**src/hw/dct_end.sv**
```systemverilog
`timescale 1ns/1ps
`default_nettype none
`default_nettype wire

```
**src/hw/dct_pkg.sv**
```systemverilog
// Operation
// (RL1) Low transmit requests dominant; low receive means dominant
// (RL2) High transmit leaves bus recessive; high receive
// (RL3) Receive shows dominant from any node
// (RL4) Standby lets bus lines drift to ground
// (RL5) Normal mode: falling transmit starts timeout timer
// (RL6) Long dominant transmit disables driver after 1.2 ms
// (RL7) Recessive transmit clears timeout, re-enables driver
// (RL8) Receiver keeps working during dominant timeout
// (RL9) Controller holds dominant at most 11 bits
// (RL10) Thermal fault disables driver, blocks transmit path
// (RL11) Thermal fault clears with hysteresis
// (RL12) Thermal fault keeps bias and receive path
// (RL13) Undervoltage floats bus and receive output
// (RL14) Either supply low triggers undervoltage protection
// (RL15) After undervoltage, wait settling time before normal
// (RL16) Floating transmit input defaults to recessive
// (RL17) Floating standby select defaults to standby
// (RL18) Standby select may be held low permanently
// (RL19) High standby select is standby; low normal
// (RL20) Standby stops driver and receiver, monitor only
// (RL21) Driver enabled only when normal and fault-free
package dct_pkg;
  localparam int NUM_CH = 2;
  localparam int CLK_HZ = 20_000_000;
  localparam int CLK_PERIOD_NS = 50;
  localparam int DTO_MIN_NS = 1_200_000;
  localparam int MIN_RATE_BPS = 9200;
  localparam int BIT_PER_W = 12;
  localparam int CNT_W = 16;
  // Bit period at the 9200 bps minimum rate, which keeps 11 dominant bits under the timeout
  localparam logic [BIT_PER_W-1:0] BIT_PER_MAX = BIT_PER_W'(CLK_HZ / MIN_RATE_BPS);
  localparam logic [BIT_PER_W-1:0] BIT_PER_MIN = 12'h001;
  localparam logic [BIT_PER_W-1:0] BIT_PER_RST = 12'h028;
  localparam logic [CNT_W-1:0] MAX_DOM_BITS = 16'h000b;
  localparam logic [CNT_W-1:0] DTO_MIN_CYC = CNT_W'(DTO_MIN_NS / CLK_PERIOD_NS);

  localparam logic [11:0] OFS_CTRL = 12'h000;
  localparam logic [11:0] OFS_BITPER = 12'h004;
  localparam logic [11:0] OFS_STATUS = 12'h008;
  localparam logic [11:0] OFS_EDGES0 = 12'h00c;
  localparam int CH_FIELD_W = 4;
  localparam int CTRL_STB = 0;
  localparam int CTRL_TX = 1;
  localparam int STAT_RX = 0;
  localparam int STAT_TRIP = 1;
  localparam int STAT_WAKE = 2;
  localparam int STAT_TXPIN = 3;
  localparam logic [7:0] CTRL_MASK = 8'h33;
  localparam logic [7:0] CTRL_RST = 8'h33;

  typedef enum logic [1:0] {
    DCT_GD_IDLE = 2'b00,
    DCT_GD_COUNT = 2'b01,
    DCT_GD_TRIP = 2'b10
  } dct_guard_t;
endpackage

```
**src/hw/dct_chan_if.sv**
```systemverilog
`timescale 1ns/1ps
`default_nettype none
interface dct_chan_if;
  import dct_pkg::*;
  logic standby;
  logic txReq;
  logic [BIT_PER_W-1:0] bitPer;
  logic txPin;
  logic tripPulse;
  logic tripActive;
  logic rxPin;
  logic rxLevel;
  logic fallPulse;
  modport guard (input standby, input txReq, input bitPer,
                 output txPin, output tripPulse, output tripActive);
  modport mon (input rxPin, output rxLevel, output fallPulse);
endinterface
`default_nettype wire

```
**src/hw/dct_host.sv**
```systemverilog
// The address map and the APB register port are this design's own decisions.
`timescale 1ns/1ps
`default_nettype none
module dct_host (
  input wire logic clk, // Clock, 20 MHz
  input wire logic rst, // Async reset, high
  input wire logic psel, // APB select
  input wire logic penable, // APB enable
  input wire logic pwrite, // APB write
  input wire logic [11:0] paddr, // APB byte address
  input wire logic [31:0] pwdata, // APB write data
  output logic [31:0] prdata, // APB read data
  output logic pready, // APB ready
  output logic pslverr, // APB error, unmapped
  output logic ch1TransmitInput, // Channel 1 transmit pin
  output logic ch1StandbySelect, // Channel 1 standby pin
  input wire logic ch1ReceiveOutput, // Channel 1 receive pin
  output logic ch2TransmitInput, // Channel 2 transmit pin
  output logic ch2StandbySelect, // Channel 2 standby pin
  input wire logic ch2ReceiveOutput // Channel 2 receive pin
);
  import dct_pkg::*;

  logic [7:0] ctrl_r;
  logic [BIT_PER_W-1:0] bitPer_r;
  logic [31:0] prdata_r;
  logic trip_r [NUM_CH];
  logic wake_r [NUM_CH];
  logic [CNT_W-1:0] edges_r [NUM_CH];
  logic stb_r [NUM_CH];

  dct_chan_if chIf [NUM_CH] ();

  wire setup = psel & ~penable;
  wire access = psel & penable;
  wire hitCtrl = (paddr == OFS_CTRL);
  wire hitBitPer = (paddr == OFS_BITPER);
  wire hitStatus = (paddr == OFS_STATUS);
  wire hitEdges0 = (paddr == OFS_EDGES0);
  wire hitEdges1 = (paddr == (OFS_EDGES0 + 12'h004));
  wire mapped = hitCtrl | hitBitPer | hitStatus | hitEdges0 | hitEdges1;
  wire wrEn = access & pwrite & mapped;
  wire wrCtrl = wrEn & hitCtrl;
  wire wrBitPer = wrEn & hitBitPer;
  wire wrStatus = wrEn & hitStatus;
  wire [NUM_CH-1:0] wrEdges = {wrEn & hitEdges1, wrEn & hitEdges0};

  // Clamp keeps the bit rate at or above the lowest rate the timeout allows
  wire [BIT_PER_W-1:0] wrPer = pwdata[BIT_PER_W-1:0];
  wire [BIT_PER_W-1:0] perClamped = (wrPer > BIT_PER_MAX) ? BIT_PER_MAX :
                                    (wrPer < BIT_PER_MIN) ? BIT_PER_MIN : wrPer; // [RL9]

  wire [31:0] statusWord;
  assign statusWord[31:NUM_CH*CH_FIELD_W] = '0;

  wire [31:0] rdValue = hitCtrl ? {24'h0, ctrl_r} :
                        hitBitPer ? {20'h0, bitPer_r} :
                        hitStatus ? statusWord :
                        hitEdges0 ? {16'h0, edges_r[0]} :
                        hitEdges1 ? {16'h0, edges_r[1]} : 32'h0;

  always_ff @(posedge clk or posedge rst) begin
    if (rst) begin
      ctrl_r <= CTRL_RST; // [RL17] [RL16]
      bitPer_r <= BIT_PER_RST;
      prdata_r <= 32'h0;
    end else begin
      if (wrCtrl) begin
        ctrl_r <= pwdata[7:0] & CTRL_MASK;
      end
      if (wrBitPer) begin
        bitPer_r <= perClamped;
      end
      if (setup && !pwrite) begin
        prdata_r <= rdValue;
      end
    end
  end

  wire [NUM_CH-1:0] rxPins = {ch2ReceiveOutput, ch1ReceiveOutput};
  wire [NUM_CH-1:0] txPins;
  wire [NUM_CH-1:0] stbPins;

  genvar i;
  generate
    for (i = 0; i < NUM_CH; i++) begin : gCh
      wire stbReq = ctrl_r[i*CH_FIELD_W+CTRL_STB];
      wire txReq = ctrl_r[i*CH_FIELD_W+CTRL_TX];
      wire clrTrip = wrStatus & pwdata[i*CH_FIELD_W+STAT_TRIP];
      wire clrWake = wrStatus & pwdata[i*CH_FIELD_W+STAT_WAKE];
      // Wake only counts while the pin selects standby
      wire wakeSet = chIf[i].fallPulse & stb_r[i]; // [RL20]
      wire [CNT_W-1:0] edgeInc = {{(CNT_W-1){1'b0}}, chIf[i].fallPulse};

      // Guard sees the requested mode, so transmit and standby pins move together
      assign chIf[i].standby = stbReq; // [RL19]
      assign chIf[i].txReq = txReq;
      assign chIf[i].bitPer = bitPer_r;
      assign chIf[i].rxPin = rxPins[i];

      dct_guard uGuard (
        .clk(clk),
        .rst(rst),
        .ch(chIf[i])
      );

      dct_rx_mon uRxMon (
        .clk(clk),
        .rst(rst),
        .ch(chIf[i])
      );

      // Setting wins over a clear arriving in the same cycle
      always_ff @(posedge clk or posedge rst) begin
        if (rst) begin
          stb_r[i] <= 1'b1; // [RL17]
          trip_r[i] <= 1'b0;
          wake_r[i] <= 1'b0;
          edges_r[i] <= {CNT_W{1'b0}};
        end else begin
          stb_r[i] <= stbReq; // [RL19] [RL18]
          trip_r[i] <= chIf[i].tripPulse | (trip_r[i] & ~clrTrip);
          wake_r[i] <= wakeSet | (wake_r[i] & ~clrWake);
          edges_r[i] <= wrEdges[i] ? edgeInc : edges_r[i] + edgeInc;
        end
      end

      assign statusWord[i*CH_FIELD_W +: CH_FIELD_W] =
        {chIf[i].txPin, wake_r[i], trip_r[i], chIf[i].rxLevel};
      assign txPins[i] = chIf[i].txPin;
      assign stbPins[i] = stb_r[i];
    end
  endgenerate

  assign ch1TransmitInput = txPins[0];
  assign ch2TransmitInput = txPins[1];
  assign ch1StandbySelect = stbPins[0];
  assign ch2StandbySelect = stbPins[1];
  assign prdata = prdata_r;
  assign pready = access;
  assign pslverr = access & ~mapped;
endmodule
`default_nettype wire

```
**src/hw/dct_guard.sv**
```systemverilog
`timescale 1ns/1ps
`default_nettype none
module dct_guard (
  input wire logic clk, // Clock
  input wire logic rst, // Async reset, high
  dct_chan_if.guard ch // Channel signals
);
  import dct_pkg::*;
  dct_guard_t state_r, state_nxt;
  logic [CNT_W-1:0] cnt_r, cnt_nxt;
  logic txPin_r, txPin_nxt;
  logic trip_r, trip_nxt;
  wire [CNT_W-1:0] limit = CNT_W'({4'h0, ch.bitPer} * MAX_DOM_BITS);
  wire release_w = ch.standby | ch.txReq;

  always_comb begin
    state_nxt = state_r;
    cnt_nxt = cnt_r;
    trip_nxt = 1'b0;
    case (state_r)
      DCT_GD_IDLE: begin
        cnt_nxt = {CNT_W{1'b0}};
        if (!release_w) begin
          state_nxt = DCT_GD_COUNT;
          cnt_nxt = 16'h0001;
        end
      end
      DCT_GD_COUNT: begin
        // Cut dominant at 11 bit times, before the device timeout
        if (release_w) begin
          state_nxt = DCT_GD_IDLE;
        end else if (cnt_r >= limit) begin // [RL9] [RL6]
          state_nxt = DCT_GD_TRIP;
          trip_nxt = 1'b1;
        end else begin
          cnt_nxt = cnt_r + 16'h0001;
        end
      end
      DCT_GD_TRIP: begin
        if (release_w) begin
          state_nxt = DCT_GD_IDLE;
        end
      end
      default: state_nxt = DCT_GD_IDLE;
    endcase
    // Standby leaves transmit recessive; low drives dominant [RL1] [RL2] [RL20]
    txPin_nxt = release_w | (state_nxt == DCT_GD_TRIP);
  end

  always_ff @(posedge clk or posedge rst) begin
    if (rst) begin
      state_r <= DCT_GD_IDLE;
      cnt_r <= {CNT_W{1'b0}};
      txPin_r <= 1'b1; // [RL16]
      trip_r <= 1'b0;
    end else begin
      state_r <= state_nxt;
      cnt_r <= cnt_nxt;
      txPin_r <= txPin_nxt;
      trip_r <= trip_nxt;
    end
  end

  assign ch.txPin = txPin_r;
  assign ch.tripPulse = trip_r;
  assign ch.tripActive = (state_r == DCT_GD_TRIP);
endmodule
`default_nettype wire

```
**src/hw/dct_rx_mon.sv**
```systemverilog
`timescale 1ns/1ps
`default_nettype none
module dct_rx_mon (
  input wire logic clk, // Clock
  input wire logic rst, // Async reset, high
  dct_chan_if.mon ch // Channel signals
);
  import dct_pkg::*;
  logic rxLevel_r;
  logic fall_r;
  // Idle bus reads recessive, so reset to high avoids a false edge
  always_ff @(posedge clk or posedge rst) begin
    if (rst) begin
      rxLevel_r <= 1'b1;
      fall_r <= 1'b0;
    end else begin
      rxLevel_r <= ch.rxPin; // [RL3]
      fall_r <= rxLevel_r & ~ch.rxPin; // [RL1]
    end
  end
  assign ch.rxLevel = rxLevel_r;
  assign ch.fallPulse = fall_r;
endmodule
`default_nettype wire

```
**config.mk**
```make
export PLATFORM = sky130hd
export DESIGN_NAME = dct_host
export DESIGN_NICKNAME = d
export VERILOG_FILES = /design/src/hw/dct_end.sv /design/src/hw/dct_pkg.sv /design/src/hw/dct_chan_if.sv /design/src/hw/dct_host.sv /design/src/hw/dct_guard.sv /design/src/hw/dct_rx_mon.sv
export SDC_FILE = /design/constraint.sdc
export NUM_CORES = 1
export LEC_CHECK = 0
export BUFFER_PORTS_ARGS = -buffer_cell sky130_fd_sc_hd__buf_2
export CAP_MARGIN = 15
export CORE_ASPECT_RATIO = 0.8
export CORE_MARGIN = 5
export CORE_UTILIZATION = 30
export DETAILED_ROUTE_END_ITERATION = 12
export GPL_ROUTABILITY_DRIVEN = 0
export SYNTH_ARGS = -nofsm -noshare
export SYNTH_HDL_FRONTEND = slang
export SYNTH_SLANG_ARGS = --single-unit
export TNS_END_PERCENT = 1
```
**constraint.sdc**
```tcl
create_clock -name clk -period 8.8 [get_ports clk]
set_clock_uncertainty 0.05 [all_clocks]
set_input_delay 0.88 -clock clk [delete_from_list [all_inputs] [get_ports clk]]
set_output_delay 0.88 -clock clk [all_outputs]
set_load 0.03 [all_outputs]
```
Yosys cells after proc, flatten, opt, wreduce, memory -nomap -nowiden

Index checks and enable logic that the tools add are counted.

Bits in registers: 130
Input bits: 51
Output and inout bits: 38
Word-level logic and storage cells: 130

Add/subtract/negate cells: 4
$mul: 1
Magnitude comparators: 4
Equality and inequality tests: 14
Mux-type cells: 33
Bitwise logic cells: 42
Reductions and logical operators: 9

Operator list:

| cell                                                                  | count |
|---|---|
| 16-bit 2-to-1 mux                                                     | 11 |
| 16-bit case mux with 2 select lines                                   | 2 |
| 16-bit by 1-bit adder with 16-bit output                              | 2 |
| 16-bit by 1-bit adder with 16-bit output, second input constant       | 2 |
| 16-bit >= comparator                                                  | 2 |
| 12-bit by 4-bit == test with 1-bit output, second input constant      | 2 |
| 12-bit 2-to-1 mux                                                     | 2 |
| 1-bit AND                                                             | 22 |
| 12-bit by 4-bit multiplier with 16-bit output, second input constant  | 1 |
| 2-bit 2-to-1 mux                                                      | 8 |
| 12-bit by 3-bit == test with 1-bit output, second input constant      | 1 |
| 12-bit by 5-bit == test with 1-bit output, second input constant      | 1 |
| 12-bit greater-than comparator, second input constant                 | 1 |
| 12-bit logical NOT                                                    | 1 |
| 12-bit by 1-bit < comparator with 1-bit output, second input constant | 1 |
| 1-bit bitwise OR                                                      | 12 |
| 2-bit case mux with 3 select lines                                    | 2 |
| 2-bit == test, second input constant                                  | 4 |
| 1-bit 2-to-1 mux                                                      | 8 |
| 2-bit != test, second input constant                                  | 4 |
| 1-bit inverter                                                        | 8 |
| 3-bit AND reduction                                                   | 2 |
| 2-bit by 1-bit == test with 1-bit output, second input constant       | 2 |
| 2-bit logical NOT                                                     | 2 |
| 3 further kinds                                                       | 4 |

Longest topological paths before layout

Gate-level depths: netlist of the first run.

Word-level depth: 11
Depth in mapped cells: 23
Mapped depth without buffers: 21

Modules after synthesis

From an unflattened synthesis of the first run, not the netlist that was laid out.

Cell total of the unflattened synthesis: 966
Area total of the unflattened synthesis: 8841.0 um^2

By module, submodules not included:

| module                    | times used | cells each | area each (um^2) | seq. area each (um^2) |
|---|---|---|---|---|
| dct_host                  | 1          | 386        | 3774.9           | 1761.7 |
| dct_guard (gCh[1].uGuard) | 1          | 293        | 2503.7           | 501.7 |
| dct_guard (gCh[0].uGuard) | 1          | 279        | 2424.8           | 501.7 |
| dct_rx_mon                | 2          | 4          | 68.8             | 51.3 |

Worst setup path after synthesis of the first run

OpenSTA, ideal clock, no wires.

Path kind: register to register
Start point: register bitPer_r[3]
End point: register gCh[1].uGuard.cnt_r[4]
Setup time: 0.132 ns
Arrival: 4.708 ns
Data required time: 8.618 ns
Path slack: 3.910 ns
Cell stages (with the launch flop): 21
Buffers on the path: 1
Clock period less this slack: 4.890 ns
Cells stage by stage: dfstp_2 ha_1 fa_1 ha_1 nor2b_1 o31a_1 o21a_1 nor2_1 o21bai_1 a21oi_1 xor2_1 ha_1 a21o_1 a221o_1 o32ai_2 a311oi_1 a2111oi_4 buf_2 nand4_1 xor2_1 nor2_1

Longest elaborated chain between the ends: 4

RTL lines:

| item                                          | line            | source |
|---|---|---|
| start: declaration                            | dct_host.sv:25  | `logic [BIT_PER_W-1:0] bitPer_r;` |
| start signal: assignment                      | dct_host.sv:72  | `bitPer_r <= perClamped;` |
| 12-bit by 4-bit multiplier with 16-bit output | dct_guard.sv:13 | `wire [CNT_W-1:0] limit = CNT_W'({4'h0, ch.bitPer} * MAX_DOM_BITS);` |
| 16-bit >= comparator                          | dct_guard.sv:32 | `end else if (cnt_r >= limit) begin` |
| 2-bit != test (no source line)                | n/a             |  |
| 3-bit AND reduction (no source line)          | n/a             |  |
| end signal: assignment                        | dct_guard.sv:53 | `cnt_r <= {CNT_W{1'b0}};` |
| end signal: assignment                        | dct_guard.sv:58 | `cnt_r <= cnt_nxt;` |
| end: declaration                              | dct_guard.sv:10 | `logic [CNT_W-1:0] cnt_r, cnt_nxt;` |

No other way between the ends.
A chain may end at the register's enable or synchronous reset.

Final worst setup path of the first run

Start point: register bitPer_r[3]
End point: register gCh[1].uGuard.cnt_r[13]

The elaborated chain is that of the path after synthesis.

==> qor.yml, run 1 <==
grt_max_degree: 74
status: "finished, final reports clean"
via_per_inst: 5.04
slew_viol_final: 0
wire_per_inst_um: 15.7
ir_drop_uv: 122
setup_viol: 0
post-route-drc-count: 0
required_ns: 9.09
postCtsHoldBufs: 0
dieArea_um2: 27400
dp_hpwl_um: 13700
insertion_delay_ns: 0.42
cts_resized: 0
slew_headroom_pct: 34.8
power_per_cell_area_nw_per_um2: 213
ios: 89
period_needed_ns: 5.95
antennaDiodeCount: 0
grt_first_pass_wirelength_um: 29100
critPathArrivalTime_ns: 6.24
yosysMostFrequentCell: "dfrtp_1"
hold_class: "reg -> reg"
cts_sinks: 114
grt_overflow: 0
start_kind: "flop"
start_util_pct: 30.7
vias: 5807
path_clk_slew_ns: 0.06
p_leak_uw: 0.00385
post-route-util_pct: 35.6
nFillCells: 2421
portBuffers: 52
crit_fanout: 14
synth_seq_area_share_pct: 39.6
fin_total_pwr_uw: 1790
hold_viol: 0
synth_top_area_cell: "dfrtp_1"
dpl_cell_area_um2: 7780
syn_area_um2: 7240
cts_buffers: 17
clock-root-buffer: "clkbuf_16"
grt_setup_unrepaired: "no"
cts_max_path_buffers: 2
rows: 50
end_kind: "flop"
synth.top_cell.area_share_pct: 35.3
cts_tree: "built"
crit_type: "reg -> reg"
drtIter0Drc: 486
ys_top_cells_by_area: "dfrtp_1, ha_1, xor2_1"
grt_use_total_pct: 13.4
final_net_count: 947
post_cts.repair.setup_buffers: 0
finalSetupTns_ns: 0
core_area_um2: 23600
synth_top_flop_cell: "dfrtp_1"
synthToLayoutAreaGrowth_pct: 15.9
ys_async_sr_fraction_pct: 100
fp.dieH_um: 149
design_area_um2: 8390
ys_seq_elements: 114
yosys_warnings: 0
layout-drive-gt1-share_pct: 14.8
tightestPinTransition_ns: 0.975
cap_violations: 0
postRouteAntennaNets: 0
synthCells: 771
yosysUniqueCellTypes: 64
synth_common_cells: "dfrtp_1, nor2_1, ha_1"
synth_edf_count: 0
max_freq_mhz: 168
htreeDepth: 4
dr.pass1.iters: 7
grt_pass1_vias: 5203
antenna_found_initial: 0
fin_crit_sh_pct: 67.6
route.final.wire_length_um: 18100
syn-mean-instance-area_um2: 9.39
fp.dieW_um: 184
[power breakdown]
group / switching [µW] / internal [µW]
Clock: 272 / 448
Sequential: 131 / 624
Combinational: 170 / 143
[worst paths after layout]
path / start / endpoint / slack (ns) / cells past startpoint
setup / recovery: bitPer_r[3] / gCh[1].uGuard.cnt_r[13] / 2.85 / 19
hold / removal: ctrl_r[4] / ch2StandbySelect / 0.36 / 0
setup reg to reg: bitPer_r[3] / gCh[1].uGuard.cnt_r[13] / 2.85 / 19
hold reg to reg: ctrl_r[4] / ch2StandbySelect / 0.36 / 0
max in group asynchronous: rst / gCh[0].uGuard.cnt_r[0] / 6.87 / 3
min in group asynchronous: rst / prdata[5] / 0.46 / 2
[sequential cells by signal (all words and copies together) (netlist names)]
name	count
prdata	16
gCh.uGuard.state_r	4
ch1StandbySelect	1
ctrl_r	4
gCh.uRxMon.ch.rxLevel	2
edges_r	32
statusWord	4
gCh.uRxMon.ch.fallPulse	2
ch2StandbySelect	1
gCh.uGuard.cnt_r	32
bitPer_r	12
gCh.uGuard.ch.txPin	2
gCh.uGuard.ch.tripPulse	2
[through the flow]
step | hold slack (ns) | cells | worst slack [ns]
after floorplan | 0.326 | 786 | 3.91
after global placement | 0.346 | 1120 | 3.00
after detailed placement | 0.352 | 1120 | 2.92
after CTS | 0.358 | 1152 | 2.92
after global routing | 0.364 | 1152 | 2.44
final | 0.359 | 1152 | 2.85
[per-layer routing]
| layer | GRT usage, % | vias to the layer above | part of all wire [%] | wire [µm] |
|---|---|---|---|---|
| li1 | - | 2830 | - | - |
| met1 | 21.8 | 2833 | 55 | 9890 |
| met2 | 17.2 | 133 | 39 | 7040 |
| met3 | 3.22 | 11 | 5.8 | 1050 |
| met4 | 3.22 | 0 | 0.79 | 143 |
| met5 | 0 | - | 0 | 0 |
[cell type report]
class / count / area (µm²) / area share (%)
Clock buffer: 17 / 425 / 5.07
Timing Repair Buffer: 56 / 290 / 3.46
Multi-Input combinational cell: 585 / 4030 / 48.1
Clock inverter: 15 / 184 / 2.19
Tap cell: 312 / 390 / 4.65
Inverter: 53 / 201 / 2.40
Sequential cell: 114 / 2870 / 34.2
[worst max-delay path: stages (launching register included)]
cell,delay (ns)
dfstp_2,0.59
ha_1,0.26
fa_1,0.46
ha_1,0.36
nor2b_1,0.16
o31a_1,0.28
o21a_1,0.19
nor2_1,0.15
o21bai_1,0.09
a21oi_1,0.18
xor2_1,0.38
ha_1,0.32
a21o_1,0.15
a221o_1,0.36
o32ai_2,0.12
a311oi_1,0.20
a2111oi_4,0.83
nand2_2,0.20
or3_1,0.40
a21oi_1,0.14
[layout by cell type, fill, tap and decap left out, types with 10 or more instances in the layout]
cell and instances:
dfrtp_1 102, dfstp_2 12, or3_1 14, xnor2_1 10, a21o_1 13, nand3_1 33
nor2b_1 15, inv_1 52, conb_1 16, clkbuf_16 17, buf_2 52, nand4_1 11
and3_1 21, ha_1 60, nand2b_1 10, nor2_1 83, xor2_1 37, nand2_1 56
a21oi_1 38, o21ai_0 42
[logic make-up (layout without fill, tap and decap cells)]
group	Yosys count	in the layout	share of synthesized area, %
adder cells (fa/ha/maj)	71	71	13.2
AO/OA/AOI/OAI	161	161	14.6
flip-flops	114	114	39.6
other	1	16	0.0518
multiplexers	11	11	2.32
buffers and inverters	87	141	5.48
AND/OR/NAND/NOR	279	279	19.1
XOR/XNOR	47	47	5.69
No activity file was read; power rests on OpenSTA's default activity.
==> run 2: changes to the inputs <==
- ABC_AREA: not set -> 1
- clock period: 8.8 -> 6.1 ns (I/O delays scaled with it)
==> qor.yml, run 2 <==
grt_max_degree: 63
clock-root-buffer: "clkbuf_16"
synthCells: 1137
max_stage_delay_ns: 0.60
power_per_cell_area_nw_per_um2: 220
ir_drop_uv: 131
fp.dieH_um: 159
slew_viol_final: 0
ys_async_sr_fraction_pct: 100
layout-drive-gt1-share_pct: 11.5
cpLargestDelayFamily: "adder cells"
route.final.wire_length_um: 21700
vias: 7464
cts_max_path_buffers: 2
slew_headroom_pct: 42.0
hold_class: "in -> async"
setup_viol: 0
yosys_warnings: 0
via_per_inst: 4.76
ys_top_cells_by_area: "dfrtp_1, nand2_1, ha_1"
synth_edf_count: 0
yosysMostFrequentCell: "nand2_1"
wire_per_inst_um: 13.9
synth.top_cell.area_share_pct: 30.8
rows: 54
start_kind: "flop"
antenna_found_initial: 0
cap_violations: 0
grt_pass1_vias: 7001
dieArea_um2: 31100
start_util_pct: 30.4
max_freq_mhz: 218
nFillCells: 2932
p_leak_uw: 0.00493
cts_tree: "built"
synth_common_cells: "nand2_1, inv_1, nor2_1"
tightestPinTransition_ns: 0.849
period_needed_ns: 4.58
required_ns: 6.34
drtIter0Drc: 516
synthToLayoutAreaGrowth_pct: 14.2
cp_cell_sequence: "ha_1 -> fa_1 -> ha_1 -> a21oi_1 -> nand2_1 -> a21oi_1 -> nor2_1 -> nor2_1 -> xor2_1 -> ha_1 -> nand2_1 -> inv_1 -> a221oi_1 -> nor3_1 -> nor2_1 -> nand3_2 -> nand3_1 -> nand2_1"
yosysUniqueCellTypes: 50
crit_buf_inv: 1
portBuffers: 52
htreeDepth: 4
postCtsHoldBufs: 0
grt_overflow: 0
fin_total_pwr_uw: 2080
synth_seq_area_share_pct: 34.6
postRouteAntennaNets: 0
ys_seq_elements: 114
final_cell_mix: "nand2_1, inv_1, nor2_1"
grt_first_pass_wirelength_um: 36300
crit_fanout: 16
layout_commonest_cell: "nand2_1"
insertion_delay_ns: 0.42
end_kind: "flop"
dr.pass1.iters: 6
antennaDiodeCount: 0
grt_setup_unrepaired: "no"
dp_hpwl_um: 16800
final_net_count: 1311
cts_resized: 0
cts_buffers: 17
status: "finished, final reports clean"
synth_top_flop_cell: "dfrtp_1"
cts_sinks: 114
syn_area_um2: 8290
hold_viol: 0
post-route-drc-count: 0
core_area_um2: 27300
syn-mean-instance-area_um2: 7.29
path_clk_slew_ns: 0.06
ios: 89
synth_top_area_cell: "dfrtp_1"
finalSetupTns_ns: 0
critPathSlowestCell: "dfstp_2"
post-route-util_pct: 34.7
fp.dieW_um: 196
post_cts.repair.setup_buffers: 0
critPathArrivalTime_ns: 4.82
fin_crit_sh_pct: 75.1
crit_type: "reg -> reg"
grt_use_total_pct: 14.2
==> run 2: cell type report <==
class | count | area (µm²) | area share [%]
clock inverters | 13 | 160 | 1.69
flip-flops and latches | 114 | 2870 | 30.3
well taps | 364 | 455 | 4.81
multi-input cells | 803 | 4510 | 47.6
inverters | 200 | 753 | 7.95
clock buffers | 19 | 443 | 4.67
repair buffers | 55 | 283 | 2.98
==> run 2: logic make-up (layout without fill, tap and decap cells) <==
kind of cell | after synthesis | count (layout) | share of synthesized area (%)
AO/OA/AOI/OAI | 124 | 124 | 8.58
XOR/XNOR | 30 | 30 | 3.17
adder cells (fa/ha/maj) | 69 | 69 | 11.2
buffers and inverters | 235 | 287 | 11.7
flip-flops | 114 | 114 | 34.6
multiplexers | 3 | 3 | 0.407
other | 1 | 16 | 0.0452
AND/OR/NAND/NOR | 561 | 561 | 30.3
==> run 2: where the power goes <==
| group | internal, µW | switching [µW] |
|---|---|---|
| logic | 71.7 | 134 |
| clock network | 653 | 374 |
| registers | 812 | 39.7 |
| total | 1540 | 548 |
==> run 2: worst paths after layout <==
| check | from | to | slack (ns) | cells after the start |
|---|---|---|---|---|
| max in group asynchronous | rst | gCh[1].uGuard.ch.tripPulse | 4.47 | 3 |
| worst max-delay path | bitPer_r[3] | gCh[1].uGuard.cnt_r[1] | 1.52 | 18 |
| worst min register to register | ctrl_r[4] | ch2StandbySelect | 0.35 | 0 |
| worst max register to register | bitPer_r[3] | gCh[1].uGuard.cnt_r[1] | 1.52 | 18 |
| worst min-delay path | rst | gCh[0].uRxMon.ch.fallPulse | 0.24 | 2 |
| min in group clk | ch1ReceiveOutput | gCh[0].uRxMon.ch.rxLevel | 0.25 | 1 |
==> run 2: worst register-to-register path, stage by stage (launching register included) <==
cell and delay (ns):
dfstp_2 0.60, ha_1 0.27, fa_1 0.46, ha_1 0.38, a21oi_1 0.16, nand2_1 0.15, a21oi_1 0.24, nor2_1 0.08
nor2_1 0.11, xor2_1 0.30, ha_1 0.31, nand2_1 0.09, inv_1 0.04, a221oi_1 0.36, nor3_1 0.12, nor2_1 0.18
nand3_2 0.33, nand3_1 0.17, nand2_1 0.07
==> run 2: routing by layer <==
layer | track usage [%] | wire (µm) | vias up
met5 | 0 | 0 | -
met1 | 21.8 | 11400 | 3547
met3 | 3.88 | 1310 | 16
li1 | - | - | 3743
met2 | 19.9 | 8820 | 158
met4 | 2.82 | 207 | 0
==> run 2: metrics by stage <==
stage               std cells  instance area [µm²]  worst slack, ns  hold WS, ns
finish                   1568                 9480             1.52        0.237
floorplan                1152                 8350             2.21        0.316
global placement         1535                 8860             1.64        0.341
global route             1568                 9480             1.15        0.228
detailed placement       1535                 8860             1.56        0.340
CTS                      1567                 9470             1.53        0.236
